===== src/rx_pkg.sv =====
`default_nettype none

package rx_pkg;

    // Core clock rate and oversampling of the receive bit clock.
    localparam int CLK_HZ = 10_000_000;
    localparam int OVERSAMPLE = 16;

    // Tick counts within a bit: half a bit and one full bit of 16x ticks.
    localparam logic [3:0] HALF_BIT_TICKS = 4'h7;
    localparam logic [3:0] FULL_BIT_TICKS = 4'hF;

    // Positions within the serial configuration switches (switch n is bit n-1).
    localparam int SW_WORD7 = 0;
    localparam int SW_PARITY_OFF = 1;
    localparam int SW_EVEN = 2;
    localparam int SW_RATE_LSB = 4;
    localparam int SW_RATE_SPARE = 7;

    // Position of the input buffer size switch in the general switches (off = large).
    localparam int GEN_SMALL_BUFFER = 3;

    // Software flow control codes and buffer thresholds in bytes.
    localparam logic [7:0] XOFF_CODE = 8'h13;
    localparam logic [7:0] XON_CODE = 8'h11;
    localparam logic [12:0] XOFF_FREE_BYTES = 13'h0400;
    localparam logic [12:0] XON_USED_BYTES = 13'h0800;

    // Transmit frame: start, eight data bits, one stop.
    localparam logic [3:0] TX_FRAME_BITS = 4'hA;

    // Reset values.
    localparam logic [7:0] SWITCHES_RST = 8'h00;
    localparam logic [12:0] DIV_RST = 13'h0000;

    typedef enum {RX_IDLE, RX_START, RX_DATA, RX_PARITY, RX_STOP} rx_state_e;

    // Clock cycles per 16x tick for a three-bit rate code.
    function automatic logic [12:0] tick_div(input int clk_hz, input logic [2:0] code);
        int rate;
        rate = 9600;
        case (code)
            3'h0: rate = 110;
            3'h1: rate = 150;
            3'h2: rate = 300;
            3'h3: rate = 600;
            3'h4: rate = 1200;
            3'h5: rate = 2400;
            3'h6: rate = 4800;
            default: rate = 9600;
        endcase
        tick_div = 13'(clk_hz / (OVERSAMPLE * rate));
    endfunction

endpackage

`default_nettype wire


===== src/baud_tick_gen.sv =====
`timescale 1ns/100ps
`default_nettype none

module baud_tick_gen #(
    parameter int CLK_HZ = rx_pkg::CLK_HZ
) (
    input wire logic core_clk_in,
    input wire logic rst_n_in,
    input wire logic [2:0] rate_code_in,
    output logic tick_out
);

    logic [12:0] count_q;
    logic [12:0] div_q;

    ////////////////////////////////////////////////////////////////////////////
    // The divisor is registered so the division stays off the count path.
    always_ff @(posedge core_clk_in)
    begin
        if (!rst_n_in)
            div_q <= rx_pkg::DIV_RST;
        else
            div_q <= rx_pkg::tick_div(CLK_HZ, rate_code_in);
    end

    // Free-running down counter; one enable pulse per reload.
    // A count above a new divisor reloads at once, so a stale slow count cannot stall ticks.
    always_ff @(posedge core_clk_in)
    begin
        if (!rst_n_in)
        begin
            count_q <= rx_pkg::DIV_RST;
            tick_out <= 1'b0;
        end
        else if (count_q == 13'h0000 || count_q >= div_q)
        begin
            count_q <= (div_q == 13'h0000) ? 13'h0000 : div_q - 13'h0001;
            tick_out <= 1'b1;
        end
        else
        begin
            count_q <= count_q - 13'h0001;
            tick_out <= 1'b0;
        end
    end

endmodule

`default_nettype wire


===== src/serial_rx_top.sv =====
`timescale 1ns/100ps
`default_nettype none

module serial_rx_top #(
    parameter int CLK_HZ = rx_pkg::CLK_HZ
) (
    input wire logic core_clk_in,
    input wire logic rst_n_in,
    input wire logic rxd_in,
    input wire logic [7:0] serial_config_switches_in,
    input wire logic [7:0] general_config_switches_in,
    input wire logic line_key_in,
    input wire logic host_reset_n_in,
    input wire logic mech_fault_in,
    input wire logic online_in,
    input wire logic decoder_busy_in,
    input wire logic [12:0] buf_free_in,
    input wire logic [12:0] buf_used_in,
    output logic [7:0] rx_data_out,
    output logic rx_valid_out,
    output logic alarm_lamp_out,
    output logic buzzer_out,
    output logic fault_out,
    output logic busy_out,
    output logic td_out
);

    logic rx_meta_q, rx_sync_q, rx_prev_q, key_meta_q, key_sync_q, key_prev_q;
    logic hrst_meta_q, hrst_sync_q, cfg_loaded_q, word7_q, parity_en_q, even_q, large_buf_q;
    logic [7:0] ser_meta_q, ser_sync_q, gen_meta_q, gen_sync_q, shift_q, char_data;
    logic [2:0] rate_q, bit_idx_q;
    logic [3:0] tick_cnt_q, tx_bits_q, tx_tick_q;
    logic tick, parity_err_q, overrun_q, frame_done, frame_err, comm_alarm_q, fault_q;
    logic key_press, rx_enable, xoff_sent_q, tx_active_q;
    rx_pkg::rx_state_e state_q;
    logic [9:0] tx_shift_q;

    ////////////////////////////////////////////////////////////////////////////
    // The line, key, host reset and switch inputs pass two flip-flops; logic reads the second, plus a third stage for line and key edges.
    // The switch chains run through reset, so the settings are valid at release.
    always_ff @(posedge core_clk_in)
    begin
        ser_meta_q <= serial_config_switches_in;
        ser_sync_q <= ser_meta_q;
        gen_meta_q <= general_config_switches_in;
        gen_sync_q <= gen_meta_q;
        if (!rst_n_in)
        begin
            rx_meta_q <= 1'b1;
            rx_sync_q <= 1'b1;
            rx_prev_q <= 1'b1;
            key_meta_q <= 1'b0;
            key_sync_q <= 1'b0;
            key_prev_q <= 1'b0;
            hrst_meta_q <= 1'b1;
            hrst_sync_q <= 1'b1;
        end
        else
        begin
            rx_meta_q <= rxd_in;
            rx_sync_q <= rx_meta_q;
            rx_prev_q <= rx_sync_q;
            key_meta_q <= line_key_in;
            key_sync_q <= key_meta_q;
            key_prev_q <= key_sync_q;
            hrst_meta_q <= host_reset_n_in;
            hrst_sync_q <= hrst_meta_q;
        end
    end

    assign key_press = key_sync_q & ~key_prev_q;

    ////////////////////////////////////////////////////////////////////////////
    // Settings latch on the first edge after release; later switch changes are ignored.
    always_ff @(posedge core_clk_in)
    begin
        if (!rst_n_in)
        begin
            cfg_loaded_q <= 1'b0;
            word7_q <= 1'b0;
            parity_en_q <= 1'b0;
            even_q <= 1'b0;
            rate_q <= 3'h0;
            large_buf_q <= 1'b0;
        end
        else if (!cfg_loaded_q)
        begin
            cfg_loaded_q <= 1'b1;
            word7_q <= ser_sync_q[rx_pkg::SW_WORD7];
            parity_en_q <= ~ser_sync_q[rx_pkg::SW_PARITY_OFF];
            even_q <= ser_sync_q[rx_pkg::SW_EVEN];
            rate_q <= ser_sync_q[rx_pkg::SW_RATE_LSB +: 3];
            large_buf_q <= ~gen_sync_q[rx_pkg::GEN_SMALL_BUFFER];
        end
    end

    // Switch 8 is expected off; its state does not alter the rate.
    baud_tick_gen #(
        .CLK_HZ(CLK_HZ)
    ) u_tick (
        .core_clk_in(core_clk_in),
        .rst_n_in(rst_n_in),
        .rate_code_in(rate_q),
        .tick_out(tick)
    );

    // Receiving waits for settings, online state and a cleared fault.
    assign rx_enable = cfg_loaded_q & online_in & ~fault_q;
    assign busy_out = ~cfg_loaded_q | ~online_in | fault_q | decoder_busy_in;

    ////////////////////////////////////////////////////////////////////////////
    // Receive sequencer in 16x ticks.
    always_ff @(posedge core_clk_in)
    begin
        if (!rst_n_in)
        begin
            state_q <= rx_pkg::RX_IDLE;
            tick_cnt_q <= 4'h0;
            bit_idx_q <= 3'h0;
            shift_q <= 8'h00;
            parity_err_q <= 1'b0;
            overrun_q <= 1'b0;
        end
        else
        begin
            case (state_q)
                rx_pkg::RX_IDLE:
                begin
                    tick_cnt_q <= 4'h0;
                    if (rx_enable && rx_prev_q && !rx_sync_q)
                        state_q <= rx_pkg::RX_START;
                end
                rx_pkg::RX_START:
                begin
                    if (tick && tick_cnt_q == rx_pkg::HALF_BIT_TICKS)
                    begin
                        tick_cnt_q <= 4'h0;
                        bit_idx_q <= 3'h0;
                        parity_err_q <= 1'b0;
                        overrun_q <= busy_out;
                        // A mark here was noise: restart quietly.
                        state_q <= rx_sync_q ? rx_pkg::RX_IDLE : rx_pkg::RX_DATA;
                    end
                    else if (tick)
                        tick_cnt_q <= tick_cnt_q + 4'h1;
                end
                rx_pkg::RX_DATA:
                begin
                    if (tick && tick_cnt_q == rx_pkg::FULL_BIT_TICKS)
                    begin
                        tick_cnt_q <= 4'h0;
                        shift_q <= {rx_sync_q, shift_q[7:1]};
                        bit_idx_q <= bit_idx_q + 3'h1;
                        if (bit_idx_q == (word7_q ? 3'h6 : 3'h7))
                            state_q <= parity_en_q ? rx_pkg::RX_PARITY : rx_pkg::RX_STOP;
                    end
                    else if (tick)
                        tick_cnt_q <= tick_cnt_q + 4'h1;
                end
                rx_pkg::RX_PARITY:
                begin
                    if (tick && tick_cnt_q == rx_pkg::FULL_BIT_TICKS)
                    begin
                        tick_cnt_q <= 4'h0;
                        // Odd sense wants an odd count of ones including parity.
                        parity_err_q <= ((^char_data) ^ rx_sync_q) == even_q;
                        state_q <= rx_pkg::RX_STOP;
                    end
                    else if (tick)
                        tick_cnt_q <= tick_cnt_q + 4'h1;
                end
                rx_pkg::RX_STOP:
                begin
                    if (tick && tick_cnt_q == rx_pkg::FULL_BIT_TICKS)
                        state_q <= rx_pkg::RX_IDLE;
                    else if (tick)
                        tick_cnt_q <= tick_cnt_q + 4'h1;
                end
                default:
                    state_q <= rx_pkg::RX_IDLE;
            endcase
        end
    end

    // Seven-bit words were shifted in one place short of the bottom.
    assign char_data = word7_q ? {1'b0, shift_q[7:1]} : shift_q;
    assign frame_done = state_q == rx_pkg::RX_STOP && tick
        && tick_cnt_q == rx_pkg::FULL_BIT_TICKS;
    assign frame_err = frame_done && (!rx_sync_q || parity_err_q || overrun_q);

    ////////////////////////////////////////////////////////////////////////////
    // Good characters go out with a one-cycle strobe; bad ones are dropped.
    always_ff @(posedge core_clk_in)
    begin
        if (!rst_n_in)
        begin
            rx_data_out <= 8'h00;
            rx_valid_out <= 1'b0;
        end
        else
        begin
            rx_valid_out <= frame_done && !frame_err;
            if (frame_done && !frame_err)
                rx_data_out <= char_data;
        end
    end

    // Alarms: a new event in the clearing cycle wins over the key press.
    always_ff @(posedge core_clk_in)
    begin
        if (!rst_n_in)
        begin
            comm_alarm_q <= 1'b0;
            fault_q <= 1'b0;
            buzzer_out <= 1'b0;
        end
        else
        begin
            if (frame_err)
                comm_alarm_q <= 1'b1;
            else if (key_press)
                comm_alarm_q <= 1'b0;
            if (mech_fault_in)
                fault_q <= 1'b1;
            else if (key_press || !hrst_sync_q)
                fault_q <= 1'b0;
            buzzer_out <= frame_err || (mech_fault_in && !fault_q);
        end
    end

    assign alarm_lamp_out = comm_alarm_q | fault_q;
    assign fault_out = fault_q;

    ////////////////////////////////////////////////////////////////////////////
    // Flow-control transmitter: 8N1 frames at the selected rate, idle mark.
    // Only one code is in flight at a time, so thresholds are rechecked after.
    always_ff @(posedge core_clk_in)
    begin
        if (!rst_n_in)
        begin
            xoff_sent_q <= 1'b0;
            tx_active_q <= 1'b0;
            tx_shift_q <= 10'h3FF;
            tx_bits_q <= 4'h0;
            tx_tick_q <= 4'h0;
            td_out <= 1'b1;
        end
        else if (!tx_active_q)
        begin
            td_out <= 1'b1;
            tx_tick_q <= 4'h0;
            tx_bits_q <= 4'h0;
            if (large_buf_q && (xoff_sent_q ? (buf_used_in <= rx_pkg::XON_USED_BYTES)
                : (buf_free_in < rx_pkg::XOFF_FREE_BYTES)))
            begin
                tx_shift_q <= xoff_sent_q ? {1'b1, rx_pkg::XON_CODE, 1'b0}
                    : {1'b1, rx_pkg::XOFF_CODE, 1'b0};
                xoff_sent_q <= ~xoff_sent_q;
                tx_active_q <= 1'b1;
            end
        end
        else if (tick)
        begin
            tx_tick_q <= tx_tick_q + 4'h1;
            if (tx_tick_q == 4'h0)
            begin
                td_out <= tx_shift_q[0];
                tx_shift_q <= {1'b1, tx_shift_q[9:1]};
            end
            if (tx_tick_q == rx_pkg::FULL_BIT_TICKS)
            begin
                tx_bits_q <= tx_bits_q + 4'h1;
                if (tx_bits_q == rx_pkg::TX_FRAME_BITS - 4'h1)
                    tx_active_q <= 1'b0;
            end
        end
    end

endmodule

`default_nettype wire


===== config.mk =====
export PLATFORM = sky130hd
export DESIGN_NAME = serial_rx_top
export DESIGN_NICKNAME = d
export VERILOG_FILES = /design/src/rx_pkg.sv /design/src/baud_tick_gen.sv /design/src/serial_rx_top.sv
export SDC_FILE = /design/constraint.sdc
export NUM_CORES = 1
export LEC_CHECK = 0
export ABC_AREA = 1
export BUFFER_PORTS_ARGS = -buffer_cell sky130_fd_sc_hd__clkbuf_2
export CAP_MARGIN = 20
export CORE_ASPECT_RATIO = 1.75
export CORE_MARGIN = 5
export CORE_UTILIZATION = 60
export DETAILED_ROUTE_END_ITERATION = 8
export PLACE_DENSITY = 0.77
export SETUP_SLACK_MARGIN = 0.02
export SLEW_MARGIN = 20
export SYNTH_ARGS = -nofsm -noshare
export SYNTH_HDL_FRONTEND = slang
export SYNTH_SLANG_ARGS = --single-unit

===== constraint.sdc =====
create_clock -name core_clk_in -period 58.7 [get_ports core_clk_in]
set_clock_uncertainty 0.1 [all_clocks]
set_input_delay 11.74 -clock core_clk_in [delete_from_list [all_inputs] [get_ports core_clk_in]]
set_output_delay 11.74 -clock core_clk_in [all_outputs]
set_load 0.03 [all_outputs]

[Word-level counts from Yosys, hierarchy flattened]
Cells that the tools add are included.
W data, S select, Z words.
Storage, ports and cells
  bits in registers: 147
  bits of input ports: 50
  output and inout bits: 14
Cells by class
  $add $sub $neg: 6
  divide/modulo/power cells: 1
  magnitude comparators: 3
  eq/ne operators: 26
  mux-type cells: 43
  bitwise operators: 16
  reduce and logical (&&, ||, !) cells: 43
Operators by type and width (count)
  $mux W32: 6
  $pmux W32 S5: 1
  $pmux W14 S7: 1
  $eq A32 B2 Y1 const B: 2
  $mux W10: 4
  $div A25 B32 Y32 const A: 1
  $eq A32 B1 Y1 const B: 1
  $eq A32 B3 Y1 const B: 1
  $eq A32 B4 Y1 const B: 1
  $logic_not A32 Y1: 1
  $mux W28: 1
  $logic_not A13 Y1: 2
  $mux W13: 2
  $sub A13 B1 Y13 const B: 2
  $mux W4: 4
  $pmux W4 S4: 1
  $mux W1: 15
  $ne A2 B2 Y1 const B: 7
  $reduce_and A2 Y1: 7
  $ge A13 B13 Y1: 1
  $le A13 B12 Y1 const B: 1
  $lt A13 B11 Y1 const B: 1
  $add A4 B1 Y4 const B: 3
  $eq A4 B4 Y1 const B: 3
  other kinds (28): 69

[Longest topological paths before layout]
  word-level depth: 6
  depth in mapped cells: 290
  depth with buffers taken out: 267

[By module]
A second synthesis with hierarchy kept.
Unflattened totals
  cells, all modules: 3407
  area, all modules: 21364.2 µm²
Modules (own cells, without submodules)
  baud_tick_gen: instances 1, cells an instance 2961, area an instance 17951.0 µm², sequential area each 540.5 µm²
  serial_rx_top: instances 1, cells an instance 446, area an instance 3413.3 µm², sequential area each 1641.6 µm²

[Least setup slack after synthesis]
Ideal clock, no wire load.
  path kind: register -> register
  start point: register rate_q[2]
  end point: register u_tick.div_q[1]
  library setup time: 0.132 ns
  data arrival time: 35.047 ns
  required time: 58.468 ns
  setup slack: 23.420 ns
  cell stages (with the launch flop): 273
  buffers on the path: 25
  path through: dfxtp_1 buf_6 nand2_1 nor2_1 inv_1 clkbuf_1 clkbuf_1 and3_1 ha_1 nor2_1 nor2_1 nand2_1 nor2_1 ha_1 a21oi_1 o21ai_1 nand3_1 nand2_1 [... 237 more ...] nand2_1 inv_1 a221oi_1 o21ai_0 a31oi_1 nand3_1 xor2_1 ha_1 nand2_1 nor2_1 a21oi_1 o21ai_0 nand3_1 nand2_1 nor2_1 nand4_1 nor2_1 a21oi_1
Between the ends
  cells in the longest elaborated chain, start to end: 4
  elaborated cells on any way between the ends: 10
  those cells by class: div (1); eq/ne (6); mux (2); reduce/logical (1)
Ends and longest elaborated chain
  from (decl): RTL line serial_rx_top.sv:31  | logic [2:0] rate_q, bit_idx_q;
  from (signal assigned): RTL line serial_rx_top.sv:92  | rate_q <= ser_sync_q[rx_pkg::SW_RATE_LSB +: 3];
  $eq A3 B3 Y1, or another cell as far along: RTL line rx_pkg.sv:42  | case (code)
  $pmux W14 S7 *: RTL line rx_pkg.sv:42
  $mux W28 *: RTL line baud_tick_gen.sv:20  | if (!rst_n_in)
  $div A25 B32 Y32 *: RTL line rx_pkg.sv:52  | tick_div = 13'(clk_hz / (OVERSAMPLE * rate));
  to (signal assigned): RTL line baud_tick_gen.sv:21  | div_q <= rx_pkg::DIV_RST;
  to (signal assigned): RTL line baud_tick_gen.sv:23  | div_q <= rx_pkg::tick_div(CLK_HZ, rate_code_in);
  to (decl): RTL line baud_tick_gen.sv:14  | logic [12:0] div_q;
Every way passes the cells marked *; elsewhere a longest branch is shown, timed or not. The select of a mux whose other input is x is not followed.
A chain may end at the register's enable or synchronous reset.

[Worst setup path in the final report]
  start point: register rate_q[1]
  end point: register u_tick.div_q[1]
The elaborated chain is that of the path after synthesis.

==> run metrics <==
result of the run=finished clean; antenna violations before repair=0; CTS sink count=about 110; Tightest Pin Transition=~0.87 ns; count of input and output buffers=44; Worst Setup Path Type=reg2reg; GP Congestion=0.9965; Final setup violation count=0; fraction of met1 tracks used by global routing=0.3052; data arrival at the endpoint of the critical path=42.30 ns; overall routed net length=58.64 mm; number of detailed-route iterations in the first pass=5; delay of the slowest critical-path stage=0.64 ns; top cells by count, synth=nand2_1 (788), inv_1 (386), nand3_1 (269); top-area cell type share of the netlist area=0.1589; top-level I/O count=64; global-route wire length before repair=roughly 95 mm; startpoint type of the worst setup path=flip-flop; final sum of negative setup slack=0 ns; clock tree from TritonCTS=done; worst endpoint required time=a little under 60 ns; Max-Cap Viols=0; GR Layer Usage met2=0.6398; register bit count reported by yosys=109; horizontal die dimension=143.1 um; top area cells in the synthesized netlist=nand2_1 (16%), ha_1 (14%), dfxtp_1 (12%), inv_1 (7.8%), nand3_1 (7.2%); cell with the largest stage delay on the worst path=dfxtp_1; Fin. Hold Viols=0; htree depth=3; number of cells produced by synthesis=3120; Clock Root Buffer=clkbuf_16; vias in the first global route=slightly above 20000; half-perimeter wire length of the detailed placement result=approximately 47 mm; number of hold-repair buffers added at the cts stage=0; Max Freq=23.70 MHz; Synth-to-Final Area Change=4.202%; number of buffers added by the clock tree synthesis step=9; Routed wire per std cell=16.64 um; Resized cells post-CTS=0; Relative slew margins=0.4201; Die Y-Extent=243.0 um; overall via count from detail_route=20620; post-synthesis cell area=about 19000 um^2; dominant synthesized flop cell=dfxtp_1; portion of the clock cycle consumed by the worst path in the final layout=0.7187; clock edge transition at the registers on the reported setup and hold paths=roughly 0.080 ns; post-synthesis sequential area ratio=0.1173; final worst path period need=42.19 ns; fraction of layout cells with a size suffix above 1=0.07884; share of flip-flops with an asynchronous set or reset after synthesis=0; global-route usage over all layers=0.3318; most used standard cell by instance count after synthesis=nand2_1; routing usage on met3=0.03171; core area=slightly above 30000 um^2; Final #Nets=3394; mean post-synth cell area=5.965 um^2; ant diodes=0; setup repair after global routing missed its margin=false; CP max FO=25; full die area=34780 um^2; worst min path class=reg2reg; DRC violation count after routing=0; total global routing overflow=0; initial cell density of the core=0.6055; most used cell, CP=nand2_1; number of buffers inserted by post-CTS setup repair=0; EDFF count, synth=0; Yosys top cell by area=nand2_1; number of different library cells in the post-synthesis netlist=64; Final ANT Viol Nets=0; nature of the critical path endpoint=flip-flop; YS warnings=0; routed via count divided by cell count=5.852; total number of placement rows=85; Final Max Slew Viols=0; most heavily used metal layer in global routing=met2; Clk Latency, worst-skew pair=0.37 ns; number of violations reported at the end of detailed-routing iteration 0=907; maximum number of pins on one net before global-route repair=50; Max Buffers Root-to-Sink=2
final timing paths:
kind            startpoint               to  slack, ns  depth (start not counted)
max              rate_q[1]  u_tick.div_q[1]      16.51                        246
min          ser_meta_q[1]    ser_sync_q[1]       0.23                          0
min reg2reg  ser_meta_q[1]    ser_sync_q[1]       0.23                          0
max reg2reg      rate_q[1]  u_tick.div_q[1]      16.51                        246
kinds of logic (layout without fill, tap and decap cells):
group                    Yosys count  in the layout  share of synthesized area
flip-flops                       109            109                     0.1173
AND/OR/NAND/NOR                 1557           1557                     0.3786
AO/OA/AOI/OAI                    572            572                     0.1675
multiplexers                       1              1                  0.0005379
adder cells (fa/ha/maj)          216            216                     0.1472
buffers and inverters            486            495                     0.1049
XOR/XNOR                         178            178                    0.08377
other                              1              5                  0.0002015
worst max-delay path: cells and delay by family, from the launching register on:
kind | cells | cell delay [ns]
fa+ha+maj | 21 | 7.15
simple gates | 126 | 16.17
xor+xnor | 2 | 0.30
buf+inv | 29 | 4.14
compound gates | 68 | 13.40
flops | 1 | 0.64
state kept, by name, summed over array words and instances (netlist names), 3 cells and up:
signal / flops
ser_meta_q: 6
u_tick.div_q: 13
state_q: 3
rate_q: 3
tx_bits_q: 4
ser_sync_q: 6
tx_shift_q: 9
tick_cnt_q: 4
bit_idx_q: 3
u_tick.count_q: 13
tx_tick_q: 4
shift_q: 8
rx_data_out: 8
per-stage QoR:
step / setup WS [ns] / hold WS, ns / cell area (um^2) / util / std cells
final: 16.51 / 0.2346 / 19390 / 0.6309 / 3524
after global routing: 12.23 / 0.2400 / 19390 / 0.6309 / 3524
after CTS: 16.87 / 0.2382 / 19390 / 0.6309 / 3524
after detailed placement: 17.01 / 0.2150 / 19110 / 0.6217 / 3508
after global placement: 17.69 / 0.2171 / 19110 / 0.6217 / 3508
after floorplan: 23.42 / 0.2096 / 18630 / - / 3124
per-layer routing:
layer / routed length [um] / vias to the layer above
met5: 0 / -
met4: 5502 / 0
met3: 2226 / 310
met2: 30840 / 588
met1: 20070 / 9428
li1: - / 10300
cell usage in the layout (no fill, tap or decap), types with 11 or more instances in the layout:
| cell | netlist | layout |
|---|---|---|
| nand2_1 | 788 | 788 |
| inv_1 | 386 | 386 |
| nand3_1 | 269 | 269 |
| nor2_1 | 252 | 252 |
| a21oi_1 | 218 | 218 |
| o21ai_0 | 219 | 218 |
| ha_1 | 211 | 211 |
| xor2_1 | 109 | 109 |
| dfxtp_1 | 109 | 109 |
| xnor2_1 | 69 | 69 |
| nand2_2 | 45 | 45 |
| clkbuf_2 | 0 | 44 |
| nand4_1 | 40 | 40 |
| nor3_1 | 37 | 37 |
| o21ai_1 | 30 | 30 |
| nand3_2 | 26 | 26 |
| or2_2 | 25 | 25 |
| a31oi_1 | 21 | 21 |
| buf_4 | 7 | 21 |
| inv_2 | 20 | 20 |
| nor2_2 | 17 | 16 |
| a211oi_1 | 14 | 14 |
| o21bai_1 | 13 | 13 |
| nand2_4 | 11 | 11 |
final cells by class:
type                       instances  area (um^2)
clock buffer                      10        229.0
clock inverter                     6        53.80
fill                            3059        11340
inverter                         414         1562
multi-input combinational       2529        14500
sequential                       109         2182
tap                              391        489.2
timing repair buffer              65        377.9
Power is not shown: default switching activity piles up to over one toggle a cycle in this logic, so the estimate is an artifact.
